### src/design/lcd_consts.svh
// constants for the segment/common display driver: offsets, fields, resets, levels
// assumes a 16-bit register port with a 5-bit word address
`ifndef LCD_CONSTS_SVH
`define LCD_CONSTS_SVH
// register word addresses
`define LCD_ADDR_CTRL 5'h00
`define LCD_ADDR_COMSEL 5'h01
`define LCD_ADDR_SEGSEL 5'h02
`define LCD_ADDR_STATUS 5'h03
`define LCD_ADDR_MEM_HI 1'b1
// display control fields
`define LCD_CTRL_FP_LO 0
`define LCD_CTRL_FP_HI 1
`define LCD_CTRL_DUTY_LO 2
`define LCD_CTRL_DUTY_HI 3
`define LCD_CTRL_BLANK 4
`define LCD_CTRL_INTERNAL_DIVIDER_CONNECT 5
`define LCD_CTRL_RUN_IN_WATCH_MODE 6
`define LCD_CTRL_CSS 7
`define LCD_CTRL_RESET 8'h10
// pin select fields, in bits 8 and up of the data word
`define LCD_COMSEL_LO 8
`define LCD_COMSEL_HI 11
`define LCD_SEGSEL_LO 8
`define LCD_SEGSEL_HI 13
`define LCD_COMSEL_RESET 4'h0
`define LCD_SEGSEL_RESET 6'h00
// prescaler base divisor, frame select shifts it left
`define LCD_BASE_DIV 16'h0040
// drive level codes, one-third bias: V0 lowest, V3 highest
`define LCD_LVL_V0 2'h0
`define LCD_LVL_V1 2'h1
`define LCD_LVL_V2 2'h2
`define LCD_LVL_V3 2'h3
`endif

### src/design/lcd_pkg.sv
// types shared by the display driver files
// assumes nothing beyond a SystemVerilog compiler
package lcd_pkg;
  typedef enum logic [1:0] {
    LCD_DUTY_STOP = 2'b00,
    LCD_DUTY_HALF = 2'b01,
    LCD_DUTY_THIRD = 2'b10,
    LCD_DUTY_QUARTER = 2'b11
  } lcd_duty_t;
  typedef enum logic {
    LCD_ST_IDLE = 1'b0,
    LCD_ST_RUN = 1'b1
  } lcd_state_t;
endpackage

### src/design/lcd_disp_mem.sv
// sixteen-byte display memory with a byte port for software and a column port
// assumes one clock, active-low async reset and a clock enable that freezes it
`timescale 1ns/10ps
`default_nettype none
module lcd_disp_mem (
  // clock and reset
  input wire logic clk_sys,
  input wire logic rst_n,
  input wire logic ce,
  // software byte port
  input wire logic wrEn,
  input wire logic [3:0] wrAddr,
  input wire logic [7:0] wrData,
  input wire logic [3:0] rdAddr,
  output logic [7:0] rdData,
  // column port: one bit per segment for the chosen common
  input wire logic [1:0] colSel,
  output logic [31:0] colData
);
  logic [7:0] mem_r [16];

  // segment s of common c lives in byte s/2, bit 4*(s%2)+c
  function automatic logic [31:0] gatherCol(input logic [1:0] c);
    logic [31:0] v;
    v = 32'h0000_0000;
    for (int s = 0; s < 32; s++)
    begin
      v[s] = mem_r[s / 2][(s % 2) * 4 + int'(c)];
    end
    return v;
  endfunction

  // storage
  always_ff @(posedge clk_sys or negedge rst_n)
  begin
    if (!rst_n)
    begin
      for (int i = 0; i < 16; i++)
      begin
        mem_r[i] <= 8'h00;
      end
    end
    else if (ce && wrEn)
    begin
      mem_r[wrAddr] <= wrData;
    end
  end

  // registered read ports
  always_ff @(posedge clk_sys or negedge rst_n)
  begin
    if (!rst_n)
    begin
      rdData <= 8'h00;
      colData <= 32'h0000_0000;
    end
    else if (ce)
    begin
      rdData <= mem_r[rdAddr];
      colData <= gatherCol(colSel);
    end
  end
endmodule
`default_nettype wire

### src/design/lcd_seg_com_driver.sv
// multiplexed segment/common driver for a passive display panel
// assumes tick inputs synchronous to clk_sys, and an outside pin mux and analog divider
// Function
// - four common and thirty-two segment drive outputs
// - sixteen-byte memory scanned onto segment outputs
// - half, third, quarter duty; one-third bias
// - duty sets which common lines scan
// - main or sub clock feeds drive timing
// - prescaler divides chosen clock into frame cycle
// - common and segment timing aligned to frame
// - alternating waveform for AC panel drive
// - control register picks clock, divider, blank, duty, cycle
// - commons and segments 8-31 releasable to ports
// - segments 0-7 always segment outputs
// - partner group ports become output-only
// - common select bits 8-11, one selects common
// - port common output-only when another selected
// - common select bits 12-15 unwritable, read undefined
// - duty zero stops display, outputs low
// - blanking drives non-select segment waveforms
// - clock select zero main, one sub
// - watch mode suspends display unless run bit
//
// The plain strobed port and the register addresses were left to the implementer.
`include "lcd_consts.svh"
`timescale 1ns/10ps
`default_nettype none
module lcd_seg_com_driver #(
  parameter logic [15:0] BASE_DIV = `LCD_BASE_DIV
) (
  // clock, reset, enable
  input wire logic clk_sys,
  input wire logic rst_n,
  input wire logic ce,
  // register port
  input wire logic [4:0] regAddr,
  input wire logic [15:0] regWrData,
  input wire logic regWr,
  input wire logic regRd,
  output logic [15:0] regRdData,
  // clock sources and power mode
  input wire logic mainOscTick,
  input wire logic subClkTick,
  input wire logic watchMode,
  // drive level codes, two bits per line
  output logic [7:0] comLevel,
  output logic [63:0] segLevel,
  // pin function to the port mux
  output logic [3:0] comEnable,
  output logic [3:0] comPortInEn,
  output logic [31:0] segEnable,
  output logic [31:0] segPortInEn,
  output logic dividerConnect
);
  logic [7:0] ctrl_r;
  logic [3:0] comSel_r;
  logic [5:0] segSel_r;
  logic [15:0] preCnt_r;
  logic [1:0] comIdx_r;
  logic [1:0] comIdxD_r;
  logic phase_r;
  logic phaseD_r;
  lcd_pkg::lcd_state_t state_r;
  lcd_pkg::lcd_state_t state_nxt;
  logic [15:0] regRd_r;
  logic memRdSel_r;
  logic [7:0] memRdData;
  logic [31:0] colData;
  logic [15:0] preTerm;
  logic srcTick;
  logic slotTick;
  logic active;
  logic lastCom;
  lcd_pkg::lcd_duty_t duty;
  logic blank;
  logic memWr;

  // one-third bias level for a line in a phase; phase one mirrors the swing
  function automatic logic [1:0] biasLevel(input logic isCom, input logic sel,
                                            input logic ph);
    logic [1:0] b;
    b = isCom ? (sel ? `LCD_LVL_V3 : `LCD_LVL_V1) : (sel ? `LCD_LVL_V0 : `LCD_LVL_V2);
    return ph ? (`LCD_LVL_V3 - b) : b;
  endfunction

  // register field views
  assign duty = lcd_pkg::lcd_duty_t'(ctrl_r[`LCD_CTRL_DUTY_HI:`LCD_CTRL_DUTY_LO]);
  assign blank = ctrl_r[`LCD_CTRL_BLANK];
  assign dividerConnect = ctrl_r[`LCD_CTRL_INTERNAL_DIVIDER_CONNECT];
  assign memWr = regWr && regAddr[4] == `LCD_ADDR_MEM_HI;

  // run unless stopped by duty or by watch mode without the run bit
  assign active = duty != lcd_pkg::LCD_DUTY_STOP
    && !(watchMode && !ctrl_r[`LCD_CTRL_RUN_IN_WATCH_MODE]);

  // register writes; the upper common select bits are never stored
  always_ff @(posedge clk_sys or negedge rst_n)
  begin
    if (!rst_n)
    begin
      ctrl_r <= `LCD_CTRL_RESET;
      comSel_r <= `LCD_COMSEL_RESET;
      segSel_r <= `LCD_SEGSEL_RESET;
    end
    else if (ce && regWr)
    begin
      case (regAddr)
        `LCD_ADDR_CTRL: ctrl_r <= regWrData[7:0];
        `LCD_ADDR_COMSEL: comSel_r <= regWrData[`LCD_COMSEL_HI:`LCD_COMSEL_LO];
        `LCD_ADDR_SEGSEL: segSel_r <= regWrData[`LCD_SEGSEL_HI:`LCD_SEGSEL_LO];
        default: ;
      endcase
    end
  end

  // read data stand one cycle after the strobe; unmapped reads give zero
  always_ff @(posedge clk_sys or negedge rst_n)
  begin
    if (!rst_n)
    begin
      regRd_r <= 16'h0000;
      memRdSel_r <= 1'b0;
    end
    else if (ce)
    begin
      memRdSel_r <= regRd && regAddr[4] == `LCD_ADDR_MEM_HI;
      if (regRd)
      begin
        case (regAddr)
          `LCD_ADDR_CTRL: regRd_r <= {8'h00, ctrl_r};
          `LCD_ADDR_COMSEL: regRd_r <= {4'h0, comSel_r, 8'h00};
          `LCD_ADDR_SEGSEL: regRd_r <= {2'h0, segSel_r, 8'h00};
          `LCD_ADDR_STATUS: regRd_r <= {12'h000, state_r, phase_r, comIdx_r};
          default: regRd_r <= 16'h0000;
        endcase
      end
      else
      begin
        regRd_r <= 16'h0000;
      end
    end
  end
  assign regRdData = memRdSel_r ? {8'h00, memRdData} : regRd_r;

  // display memory, scanned one common column at a time
  lcd_disp_mem u_mem (
    .clk_sys(clk_sys),
    .rst_n(rst_n),
    .ce(ce),
    .wrEn(memWr),
    .wrAddr(regAddr[3:0]),
    .wrData(regWrData[7:0]),
    .rdAddr(regAddr[3:0]),
    .rdData(memRdData),
    .colSel(comIdx_r),
    .colData(colData)
  );

  // source select and prescaler; the slot tick ends one common period
  assign srcTick = ctrl_r[`LCD_CTRL_CSS] ? subClkTick : mainOscTick;
  assign preTerm = 16'(BASE_DIV << ctrl_r[`LCD_CTRL_FP_HI:`LCD_CTRL_FP_LO]) - 16'h0001;
  assign slotTick = state_r == lcd_pkg::LCD_ST_RUN && srcTick && preCnt_r >= preTerm;
  assign lastCom = comIdx_r >= duty; // >= wraps at once when duty shrinks

  // prescaler count, held clear while idle so each start is clean
  always_ff @(posedge clk_sys or negedge rst_n)
  begin
    if (!rst_n)
    begin
      preCnt_r <= 16'h0000;
    end
    else if (ce)
    begin
      if (state_r != lcd_pkg::LCD_ST_RUN || slotTick)
      begin
        preCnt_r <= 16'h0000;
      end
      else if (srcTick)
      begin
        preCnt_r <= preCnt_r + 16'h0001;
      end
    end
  end

  // run state follows duty and watch mode
  always_comb
  begin
    case (state_r)
      lcd_pkg::LCD_ST_IDLE: state_nxt = active ? lcd_pkg::LCD_ST_RUN : lcd_pkg::LCD_ST_IDLE;
      lcd_pkg::LCD_ST_RUN: state_nxt = active ? lcd_pkg::LCD_ST_RUN : lcd_pkg::LCD_ST_IDLE;
      default: state_nxt = lcd_pkg::LCD_ST_IDLE;
    endcase
  end

  always_ff @(posedge clk_sys or negedge rst_n)
  begin
    if (!rst_n)
    begin
      state_r <= lcd_pkg::LCD_ST_IDLE;
    end
    else if (ce)
    begin
      state_r <= state_nxt;
    end
  end

  // common scan and frame polarity; polarity flips after the last common
  always_ff @(posedge clk_sys or negedge rst_n)
  begin
    if (!rst_n)
    begin
      comIdx_r <= 2'h0;
      phase_r <= 1'b0;
    end
    else if (ce)
    begin
      if (state_r != lcd_pkg::LCD_ST_RUN)
      begin
        comIdx_r <= 2'h0;
        phase_r <= 1'b0;
      end
      else if (slotTick)
      begin
        comIdx_r <= lastCom ? 2'h0 : comIdx_r + 2'h1;
        phase_r <= lastCom ? !phase_r : phase_r;
      end
    end
  end

  // delay index and phase one cycle to line up with the registered column
  always_ff @(posedge clk_sys or negedge rst_n)
  begin
    if (!rst_n)
    begin
      comIdxD_r <= 2'h0;
      phaseD_r <= 1'b0;
    end
    else if (ce)
    begin
      comIdxD_r <= comIdx_r;
      phaseD_r <= phase_r;
    end
  end

  // common drive; commons beyond the duty stay at non-select level
  always_ff @(posedge clk_sys or negedge rst_n)
  begin
    if (!rst_n)
    begin
      comLevel <= 8'h00;
    end
    else if (ce)
    begin
      for (int c = 0; c < 4; c++)
      begin
        if (state_r != lcd_pkg::LCD_ST_RUN)
        begin
          comLevel[c * 2 +: 2] <= `LCD_LVL_V0;
        end
        else
        begin
          comLevel[c * 2 +: 2] <= biasLevel(1'b1, comIdxD_r == 2'(c), phaseD_r);
        end
      end
    end
  end

  // segment drive; blanking forces the off waveform but timing runs on
  always_ff @(posedge clk_sys or negedge rst_n)
  begin
    if (!rst_n)
    begin
      segLevel <= 64'h0000_0000_0000_0000;
    end
    else if (ce)
    begin
      for (int s = 0; s < 32; s++)
      begin
        if (state_r != lcd_pkg::LCD_ST_RUN)
        begin
          segLevel[s * 2 +: 2] <= `LCD_LVL_V0;
        end
        else
        begin
          segLevel[s * 2 +: 2] <= biasLevel(1'b0, colData[s] && !blank, phaseD_r);
        end
      end
    end
  end

  // common pin function: port pins lose input once any other common is used
  always_comb
  begin
    comEnable = comSel_r;
    for (int c = 0; c < 4; c++)
    begin
      comPortInEn[c] = comSel_r == 4'h0;
    end
  end

  // segment pin groups of four; groups pair as (0,1), (2,3), (4,5)
  always_comb
  begin
    segEnable = 32'h0000_00ff;
    segPortInEn = 32'h0000_0000;
    for (int g = 0; g < 6; g++)
    begin
      // groups 4 and 5 hold segments 8-15, groups 0-3 hold 16-31
      int base;
      base = (g >= 4) ? (g - 4) * 4 + 8 : g * 4 + 16;
      segEnable[base +: 4] = {4{segSel_r[g]}};
      segPortInEn[base +: 4] = {4{!segSel_r[g] && !segSel_r[g ^ 1]}};
    end
  end
endmodule
`default_nettype wire

### config.mk
export PLATFORM = sky130hd
export DESIGN_NAME = lcd_seg_com_driver
export DESIGN_NICKNAME = d
export VERILOG_FILES = /design/src/design/lcd_pkg.sv /design/src/design/lcd_disp_mem.sv /design/src/design/lcd_seg_com_driver.sv
export VERILOG_INCLUDE_DIRS = /design/src /design/src/design
export SDC_FILE = /design/constraint.sdc
export NUM_CORES = 1
export LEC_CHECK = 0
export BUFFER_PORTS_ARGS = -buffer_cell sky130_fd_sc_hd__clkbuf_2
export CAP_MARGIN = 20
export CORE_UTILIZATION = 48
export CTS_CLUSTER_DIAMETER = 200
export DETAILED_ROUTE_END_ITERATION = 8
export GPL_ROUTABILITY_DRIVEN = 0
export PLACE_DENSITY_LB_ADDON = 0.05
export RECOVER_POWER = 25
export SYNTH_ARGS = -nofsm -noshare
export SYNTH_HDL_FRONTEND = slang
export SYNTH_HIERARCHICAL = 1
export SYNTH_SLANG_ARGS = --single-unit
### constraint.sdc
create_clock -name clk_sys -period 2.1 [get_ports clk_sys]
set_input_delay 0 -clock clk_sys [delete_from_list [all_inputs] [get_ports clk_sys]]
set_output_delay 0 -clock clk_sys [all_outputs]
set_load 0.02 [all_outputs]
==> metrics.txt, run 1 <==
LEAKAGE 7.121 nW; largest family of logic cells by synthesized area multiplexers; Critical path buffers and inverters 2; Worst-Skew Late Latency 0.56 ns; initial antenna violation count 2; Levels on crit path 8; worst setup path start ctrl_r[1]; CTS tree built; CP Capture Type flop; vias in the first global route around 8400; Sum Neg Setup Slack 0 ns; P&R area growth vs syn 13.51%; synthesized area 13570 um^2; Vias between 8000 and 9000; clk_skew 0.01286 ns; worst flop-to-flop path startpoint ctrl_r[1]; combinational share of power 0.281; XOR/XNOR Fraction of Synth Area 0.02389; Clock Pin Slew Worst Setup and Hold Paths roughly 0.06 ns; switch share 0.3201; critical path required time around 2.6 ns; Cells after Synth around 1100; cell-internal power 11.29 mW; vias per std cell about 5.4; DIE HEIGHT approximately 170 um; Max-cap violations 0; VDD IR-drop max about 0.54 mV; sequential-to-total area share from yosys stat 0.4834; syn_area_per_cell ~13 um^2; Die ar. about 29000 um^2; final hold violations 0; Post-DP HPWL about 22000 um; FF-to-FF path depth 8; mux contribution to synthesized area 0.2624; critical path's top delay family compound AO/OA/AOI/OAI gates; highest-delay cell along the critical path dfrtp_1; post-synthesis async set-or-reset flop share 1.000; post-route minimum period between 1.5 and 2 ns; io pins 190; Routed WL per cell between 15 and 20 um; non-filler cells, final around 1600; first-pass GRT wire length slightly below 50000 um; status finished clean; layout cells sized above 1 0.4347; total grt overflow 0; Storage cell area 6560 um^2; Pwr Density 1078 nW/um^2; most common cell in the netlist dfrtp_1; Tightest Hold Check Type in -> async; crit-path max cell delay ~0.40 ns; clock sink count between 200 and 300; DRC 0; DP Cell Count ~1500; Commonest cells post-synth dfrtp_1, mux2_2, buf_4; Routed Antenna Nets 0; Relative slew margins 0.2903; Synth Area in Simple Gates 0.07203; overall routing resource usage 0.2216; Synth cell types 58; area share of fa/ha/maj cells after synthesis 0.006456; Yosys reg bits ~260; Yosys top cell by area dfrtp_1; Final Max Slew Viols 0; yosys synthesis warning count 6; drt initial violations around 520; Worst setup SP type flop; Pre-Repair DR Iteration Count 5; critical path cell sequence inv_1 > ha_1 > a21oi_1 > o21ai_4 > nand3_1 > nand3b_1 > buf_4 > o21ai_0; Max Clock Freq between 500 and 600 MHz; slew at the pin closest to its max-slew limit roughly 1.1 ns; Min Hold Slack 0.001701 ns; Antenna Cells 0; CP arrival 2.40 ns; main flop type after synthesis dfrtp_1; worst reg2reg setup slack about 0.16 ns; RSZ-0062 raised after global routing false; Clk pwr share 0.316; footprint of the multi-input gates roughly 5800 um^2; Synth Area in Compound Gates 0.05755; crit-path max FO 5; Final Util 0.5543; crit path kind reg -> reg; Setup-failing EPs final 0; largest cells by area after synthesis dfrtp_1, mux2_2, mux4_2; IO buf count about 170; Clk Tree Root Cell clkbuf_16; total CTS buffers 30; filler instances roughly 2400; Max Root-Sink Buffers 3; core footprint around 28000 um^2; Post-Route WL between 30000 and 40000 um; Starting Density 0.4883; Psw roughly 5.3 mW; fin area between 15000 and 20000 um^2; Reg-to-Reg End preCnt_r[1]; Cell Area, Placed between 10000 and 15000 um^2; Seq pwr share 0.404; Die Width 170.1 um; Layout Nets 1216; critical path capture point preCnt_r[1]; row count 61; EDFF count, synth 0; Tcrit/Tclk final 0.9245; largest net degree at the start of global routing 69; H-tree levels 1; Synth top area share 0.4814
-- metal layers --
layer	part of all wire	GRT usage	routed length [um]	vias up
met3	0.057	0.03605	1781	41
met2	0.46	0.3421	14410	226
met1	0.47	0.3305	14590	4320
met4	0.017	0.04348	518	2
met5	0.00042	0	13	-
li1	-	-	-	3937
-- cell type report --
cell class | count | share of cell area
clock buffers | 48 | 0.05899
clock inverters | 7 | 0.006256
multi-input cells | 602 | 0.3770
well taps | 378 | 0.03071
inverters | 66 | 0.01609
flip-flops and latches | 262 | 0.4260
repair buffers | 218 | 0.08499
-- what timing repair did --
| action | 4_1_cts | 5_1_grt |
|---|---|---|
| hold endpoints to repair | 256 | 0 |
| setup endpoints to repair | 0 | 8 |
| buffers inserted | 0 | 4 |
| hold buffers | 16 | 0 |
| resized for setup | 0 | 1 |
-- worst register-to-register path, stage by stage (launching register included) --
cell and delay [ns]:
dfrtp_1 0.40, inv_1 0.09, ha_1 0.31, a21oi_1 0.24, o21ai_4 0.10, nand3_1 0.15
nand3b_1 0.20, buf_4 0.22, o21ai_0 0.15
-- kinds of logic (layout without fill, tap and decap cells) --
kind of cell             Yosys count  count (layout)
flip-flops                       262             262
buffers and inverters            222             339
multiplexers                     253             253
AND/OR/NAND/NOR                  167             167
other                              2              19
XOR/XNOR                          37              37
adder cells (fa/ha/maj)            7               7
AO/OA/AOI/OAI                    119             119
-- sequential cells by signal (all words and copies together) (netlist names) --
name and flops:
comEnable 4, comIdxD_r 2, comIdx_r 2, comLevel 5, ctrl_r 8, memRdSel_r 1
phaseD_r 1, phase_r 1, preCnt_r 16, regRd_r 14, segLevel 33, segSel_r 6
state_r 1, u_mem/colData 32, u_mem/mem_r 128, u_mem/rdData 8
-- how the worst min path moves through the flow --
stage | end | slack [ns]
after global routing | comLevel[1] | 0.04
after floorplan | comEnable[0] | -0.30
after CTS | segSel_r[5] | 0.02
final | comLevel[1] | 0.002
after global placement | comLevel[1] | 0.007
after detailed placement | comLevel[1] | 0.01
-- power groups by stage --
stage / clock, mW / combinational, mW / sequential (mW)
after floorplan: 0 / 3.50 / 6.82
after global placement: 0 / 4.63 / 6.77
after detailed placement: 0 / 4.68 / 6.80
after CTS: 5.38 / 4.72 / 6.71
after global routing: 5.56 / 5.07 / 6.84
final: 5.24 / 4.66 / 6.70
-- placed cells by master (no fill, tap or decap), types with 10 or more instances in the layout --
cell	count
o21ai_0	18
dlygate4sd3_1	16
nor2_1	31
dfrtp_1	259
a22oi_1	10
xnor2_1	36
mux4_2	64
nand2_1	35
nand2b_1	38
o22ai_1	63
clkbuf_16	30
clkbuf_2	170
inv_1	66
conb_1	19
mux2_2	180
buf_4	27
-- metrics by stage --
| stage | worst slack (ns) | power [mW] |
|---|---|---|
| global route | 0.04600 | 17.47 |
| CTS | 0.06446 | 16.81 |
| floorplan | 0.2849 | 10.32 |
| detailed placement | 0.07808 | 11.48 |
| finish | 0.1586 | 16.61 |
| global placement | 0.1310 | 11.40 |
Note: power is estimated with default switching activity, not from simulation.
==> run 2, diff against run 1 <==
--- a/config.mk
+++ b/config.mk
@@ -12,7 +12,7 @@
 export CTS_CLUSTER_DIAMETER = 200
 export DETAILED_ROUTE_END_ITERATION = 8
 export GPL_ROUTABILITY_DRIVEN = 0
-export PLACE_DENSITY_LB_ADDON = 0.05
+export PLACE_DENSITY = 0.69
 export RECOVER_POWER = 25
 export SYNTH_ARGS = -nofsm -noshare
 export SYNTH_HDL_FRONTEND = slang
==> run 2 against run 1 <==
The run now ends with capacitance limit, slew limit left. Routed wire length decreased by 5.4%. Flip-flop and latch count unchanged. Clock-buffer cell count shrank 10. Utilization shrank 0.11 points. Die area unchanged. Clock power is 3% lower. Total power down 1.4%. Setup slack worse by 0.017 ns. Sequential share of layout area is 0.087 points higher. Sequential power fell by 1%. Global-route usage down 1.1 points. Critical endpoint is now segSel_r[5]. Largest cell class unchanged. Largest power group unchanged. Highest routed layer is now met4.
==> metrics.txt, run 2 (same netlist as run 1, synthesis figures left out) <==
row count 61 (unchanged); Largest register FFs 128 (unchanged); CTS tree built; critical path's top delay family buffers and inverters; highest-delay cell along the critical path dlygate4sd3_1; Antenna Cells 0 (unchanged); Relative slew margins -0.1266 (-0.4168); most frequent cells in the layout dfrtp_1, mux2_2, clkbuf_2, inv_1, mux4_2; CP arrival 2.40 ns (about the same); total CTS buffers 29 (-3.3%); worst setup path start regAddr[4]; Pwr Density 1065 nW/um^2 (-1.2%); Layout Nets 1213 (-0.25%); Post-DP HPWL 20510 um (-5.1%); io pins 190 (unchanged); total grt overflow 0 (unchanged); Most Frequent Cell on Critical Path dlygate4sd3_1; Post-Route WL 29640 um (-5.4%); critical path required time 2.54 ns (-0.02 ns); most common cell after layout, fill and taps aside dfrtp_1; layout cells sized above 1 0.4354 (+0.0006163); clock sink count 262 (unchanged); Tightest Hold Check Type in -> reg; IO buf count 169 (unchanged); first-pass GRT wire length 47730 um (-3.7%); critical path cell sequence dlygate4sd3_1 > clkbuf_2 > nor3_2 > buf_4 > nand2_1 > nor2_2 > nand3_2 > mux2_2 > dlygate4sd3_1; Hold Startpoint regWrData[2]; status finished with violations; RSZ-0062 raised after global routing false; post-route minimum period 1.959 ns (+0.01716 ns); CP Capture Type flop; Final Max Slew Viols 71 (+71); vias in the first global route 8348 (-0.43%); Clk Tree Root Cell clkbuf_16; H-tree levels 1 (unchanged); failing checks capacitance limit, slew limit; slew at the pin closest to its max-slew limit 1.690 ns (+0.6253 ns); VDD IR-drop max 0.6106 mV (+12%); Sum Neg Setup Slack 0 ns (unchanged); crit path kind in -> reg; largest net degree at the start of global routing 74 (+7.2%); Min Hold Slack 0.01807 ns (+0.01637 ns); Max Root-Sink Buffers 3 (unchanged); Setup-failing EPs final 0 (unchanged); Tcrit/Tclk final 0.9327 (+0.008171); Vias 8593 (+0.79%); core footprint 27780 um^2 (unchanged); vias per std cell 5.449 (+1.0%); Routed Antenna Nets 0 (unchanged); Pre-Repair DR Iteration Count 5 (unchanged); Worst-Skew Late Latency 0.56 ns (about the same); Max Clock Freq 510.6 MHz (-0.88%); clk_skew 0.03769 ns (+0.02482 ns); LEAKAGE 7.096 nW (-0.36%); drt initial violations 544 (+3.8%); DIE HEIGHT 170.1 um (unchanged); postcts setup bufs 0 (unchanged); Starting Density 0.4883 (unchanged); Max-cap violations 1 (+1); Worst setup SP type input pin; Routed WL per cell 18.80 um (-5.1%); Die ar. 28940 um^2 (unchanged); final hold violations 0 (unchanged); worst flop-to-flop path startpoint ctrl_r[1]; P&R area growth vs syn 13.28%; overall routing resource usage 0.2110 (-0.01064); crit-path max FO 6 (+1); most flop-heavy register u_mem/mem_r; Critical path buffers and inverters 4 (+2); top flop regs u_mem/mem_r (128), segLevel (33), u_mem/colData (32); initial antenna violation count 0 (-2); DRC 0 (unchanged); Clock Pin Slew Worst Setup and Hold Paths 0.06 ns (about the same); crit-path max cell delay 0.55 ns (+0.15 ns); Die Width 170.1 um (unchanged)
## run 2: changes by cell type in the layout (fill, tap and decap cells not counted), moves of 3 or more
cell / change
clkinvlp_4: +3
buf_4: -5
clkinv_2: +4
clkbuf_8: -5
clkbuf_1: -4
## run 2: worst paths after layout
| kind | to | cells after the start | slack (ns) |
|---|---|---|---|
| setup / recovery | segSel_r[5] | 9 | 0.14 |
| min in group asynchronous | preCnt_r[2] | 2 | 0.43 |
| hold / removal | u_mem/mem_r[114] | 2 | 0.02 |
| max in group asynchronous | ctrl_r[4] | 3 | 0.43 |
| hold reg to reg | u_mem/colData[21] | 1 | 0.51 |
| setup reg to reg | phase_r | 7 | 0.15 |
## run 2: area by class of cell
| cell class | instances | area, um^2 |
|---|---|---|
| Inverter | 66 | 247.7 |
| Sequential cell | 262 | 6560 |
| Clock inverter | 15 | 161.4 |
| Timing Repair Buffer | 216 | 1323 |
| Multi-Input combinational cell | 602 | 5804 |
| Clock buffer | 38 | 799.5 |
| Tap cell | 378 | 473.0 |
| Fill cell | 2356 | 12410 |
## run 2: worst register-to-register path: stages (launching register included)
cell and delay, ns:
dfrtp_1 0.40, inv_1 0.07, ha_1 0.31, nand4_1 0.14, o21ai_4 0.18, a31oi_4 0.17, nor3_1 0.22, mux2_1 0.34
## run 2: where the power goes
| group | total [mW] | internal, mW | switching, mW | leakage (nW) |
|---|---|---|---|---|
| sequential | 6.62 | 5.94 | 0.672 | 3.47 |
| clock | 5.09 | 3.04 | 2.04 | 0.471 |
| combinational | 4.67 | 2.13 | 2.54 | 3.15 |
| total | 16.4 | 11.1 | 5.26 | 7.10 |
## run 2: repair_timing
| item | 4_1_cts | 5_1_grt |
|---|---|---|
| endpoints found under the hold margin | 288 | 0 |
| hold buffers | 18 | 0 |
| gates resized for setup | 0 | 1 |
| setup endpoints to repair | 0 | 1 |
## run 2: layer usage
metal / vias up / wire (um) / global-route usage
met5: - / 0 / 0
met4: 0 / 646 / 0.05954
met3: 44 / 1451 / 0.03000
met2: 246 / 14040 / 0.3323
met1: 4373 / 13510 / 0.3050
li1: 3930 / - / -
## run 2: per-stage QoR
step	instance area, um^2	setup slack, ns	total power, mW	utilization	std cells
detailed placement	14240	0.1238	11.37	0.5127	1506
finish	15370	0.1414	16.37	0.5532	1577
global placement	14240	0.1469	11.25	0.5127	1506
global route	15370	0.001830	17.22	0.5532	1577
CTS	15390	0.1198	16.54	0.5538	1577
floorplan	13630	0.2849	10.32	-	1086
==> run 3, diff against run 2 <==
--- a/config.mk
+++ b/config.mk
@@ -13,7 +13,7 @@
 export DETAILED_ROUTE_END_ITERATION = 8
 export GPL_ROUTABILITY_DRIVEN = 0
 export PLACE_DENSITY = 0.69
-export RECOVER_POWER = 25
+export RECOVER_POWER = 50
 export SYNTH_ARGS = -nofsm -noshare
 export SYNTH_HDL_FRONTEND = slang
 export SYNTH_HIERARCHICAL = 1
==> run 3 against run 2 <==
The flow still finishes with violations (capacitance limit, slew limit). Utilization decreased by 0.33 points. First-iteration DRC count increased by 2.4%. Via count increased by 0.63%. Combinational power decreased by 1%. Clock power about the same. Largest cell class unchanged.
==> metrics.txt, run 3 (same netlist as run 1, synthesis figures left out) <==
most frequent cells in the layout dfrtp_1, mux2_2, clkbuf_2, inv_1, mux4_2; worst setup path start regAddr[4]; Worst setup SP type input pin; Pwr Total 16.30 mW (-0.47%); critical path's top delay family buffers and inverters; Relative slew margins -0.1385 (-0.01194); vias per std cell 5.483 (+0.63%); Max Clock Freq 493.7 MHz (-3.3%); final hold violations 0 (unchanged); Post-DP HPWL 20510 um (unchanged); CP Capture Type flop; most common cell after layout, fill and taps aside dfrtp_1; io pins 190 (unchanged); Largest register FFs 128 (unchanged); Hold Startpoint regWrData[2]; Clk Tree Root Cell clkbuf_16; vias in the first global route 8348 (unchanged); critical path cell sequence dlygate4sd3_1 > clkbuf_2 > nor3_1 > buf_4 > nand2_1 > nor2_2 > nand3_2 > mux2_2 > dlygate4sd3_1; filler instances 2376 (+0.85%); total CTS buffers 29 (unchanged); Final Max Slew Viols 71 (unchanged); Antenna Cells 0 (unchanged); Routed Antenna Nets 0 (unchanged); crit-path max FO 6 (unchanged); Layout Nets 1213 (unchanged); status finished with violations; Max-cap violations 1 (unchanged); highest-delay cell along the critical path dlygate4sd3_1; Clock Pin Slew Worst Setup and Hold Paths 0.06 ns (about the same); VDD IR-drop max 0.6096 mV (-0.16%); pre-CTS setup slack 0.1238 ns (unchanged); top flop regs u_mem/mem_r (128), segLevel (33), u_mem/colData (32); first-pass GRT wire length 47730 um (unchanged); crit-path max cell delay 0.55 ns (about the same); Max Root-Sink Buffers 3 (unchanged); P&R area growth vs syn 12.60%; Pwr Density 1067 nW/um^2 (+0.14%); crit path kind in -> reg; post-route minimum period 2.026 ns (+0.06701 ns); layout cells sized above 1 0.3878 (-0.04754); core footprint 27780 um^2 (unchanged); H-tree levels 1 (unchanged); clock sink count 262 (unchanged); initial antenna violation count 0 (unchanged); CTS tree built; Post-Route WL 29740 um (+0.32%); DIE HEIGHT 170.1 um (unchanged); Most Frequent Cell on Critical Path dlygate4sd3_1; clk_skew 0.03700 ns (-0.0006891 ns); RSZ-0062 raised after global routing false; most flop-heavy register u_mem/mem_r; worst flop-to-flop path startpoint ctrl_r[1]; overall routing resource usage 0.2110 (unchanged); CP arrival 2.46 ns (+0.06 ns); critical path required time 2.54 ns (about the same); Tcrit/Tclk final 0.9646 (+0.03191); Pre-Repair DR Iteration Count 5 (unchanged); postcts setup bufs 0 (unchanged); Worst Setup Slack, final 0.07441 ns (-0.06701 ns); largest net degree at the start of global routing 74 (unchanged); IO buf count 169 (unchanged); Starting Density 0.4883 (unchanged); Routed WL per cell 18.86 um (+0.32%); total grt overflow 0 (unchanged); Vias 8647 (+0.63%); drt initial violations 557 (+2.4%); failing checks capacitance limit, slew limit; row count 61 (unchanged); slew at the pin closest to its max-slew limit 1.708 ns (+0.01791 ns); DRC 0 (unchanged); Die ar. 28940 um^2 (unchanged); Sum Neg Setup Slack 0 ns (unchanged); Die Width 170.1 um (unchanged); Tightest Hold Check Type in -> reg; Setup-failing EPs final 0 (unchanged); LEAKAGE 6.908 nW (-2.7%); Worst-Skew Late Latency 0.56 ns (about the same); Critical path buffers and inverters 4 (unchanged)
-- run 3: cell types whose count changed in the layout (fill, tap and decap cells not counted), sizes merged --
cell / before / now
buf: 30 / 27
clkbuf: 206 / 209
-- run 3: per-stage QoR --
step	std cells	utilization	hold slack, ns	cell area (um^2)
4_1_cts	1577	0.5538	0.01496	15390
3_5_place_dp	1506	0.5127	0.01559	14240
5_1_grt	1577	0.5499	0.04732	15280
3_3_place_gp	1506	0.5127	0.01209	14240
2_1_floorplan	1086	-	-0.2956	13630
6_report	1577	0.5499	0.01839	15280
-- run 3: worst paths after layout --
| path | to | slack (ns) | depth (start not counted) |
|---|---|---|---|
| setup reg to reg | phase_r | 0.15 | 7 |
| min in group asynchronous | preCnt_r[2] | 0.43 | 2 |
| hold / removal | u_mem/mem_r[114] | 0.02 | 2 |
| max in group asynchronous | segSel_r[4] | 0.39 | 3 |
| hold reg to reg | u_mem/colData[29] | 0.51 | 1 |
| setup / recovery | segSel_r[5] | 0.07 | 9 |
-- run 3: area by class of cell --
class | instances | area (um^2) | share of cell area
clock inverters | 15 | 161.4 | 0.01057
inverters | 66 | 247.7 | 0.01622
clock buffers | 38 | 799.5 | 0.05234
flip-flops and latches | 262 | 6560 | 0.4294
multi-input cells | 602 | 5788 | 0.3789
well taps | 378 | 473.0 | 0.03096
repair buffers | 216 | 1246 | 0.08158
-- run 3: worst register-to-register path: cells and delay by family (launching register included) --
kind / cells / cell delay, ns
fa+ha+maj: 1 / 0.31
simple gates: 2 / 0.36
mux: 1 / 0.34
flops: 1 / 0.40
compound gates: 2 / 0.35
buf+inv: 1 / 0.07
-- run 3: metal layers --
metal,part of all wire,global-route usage
met5,0,0
met4,0.021,0.05954
met3,0.052,0.03000
met2,0.47,0.3323
met1,0.45,0.3050
-- run 3: what timing repair did --
| action | CTS | global route |
|---|---|---|
| endpoints found under the setup margin | 0 | 1 |
| endpoints found under the hold margin | 288 | 0 |
| hold buffers | 18 | 0 |
| gates resized for setup | 0 | 1 |
-- run 3: where the power goes --
part | switching, mW | leakage (nW) | internal (mW)
registers | 0.669 | 3.47 | 5.94
clock network | 2.04 | 0.471 | 3.04
logic | 2.54 | 2.97 | 2.06
total | 5.25 | 6.91 | 11.0
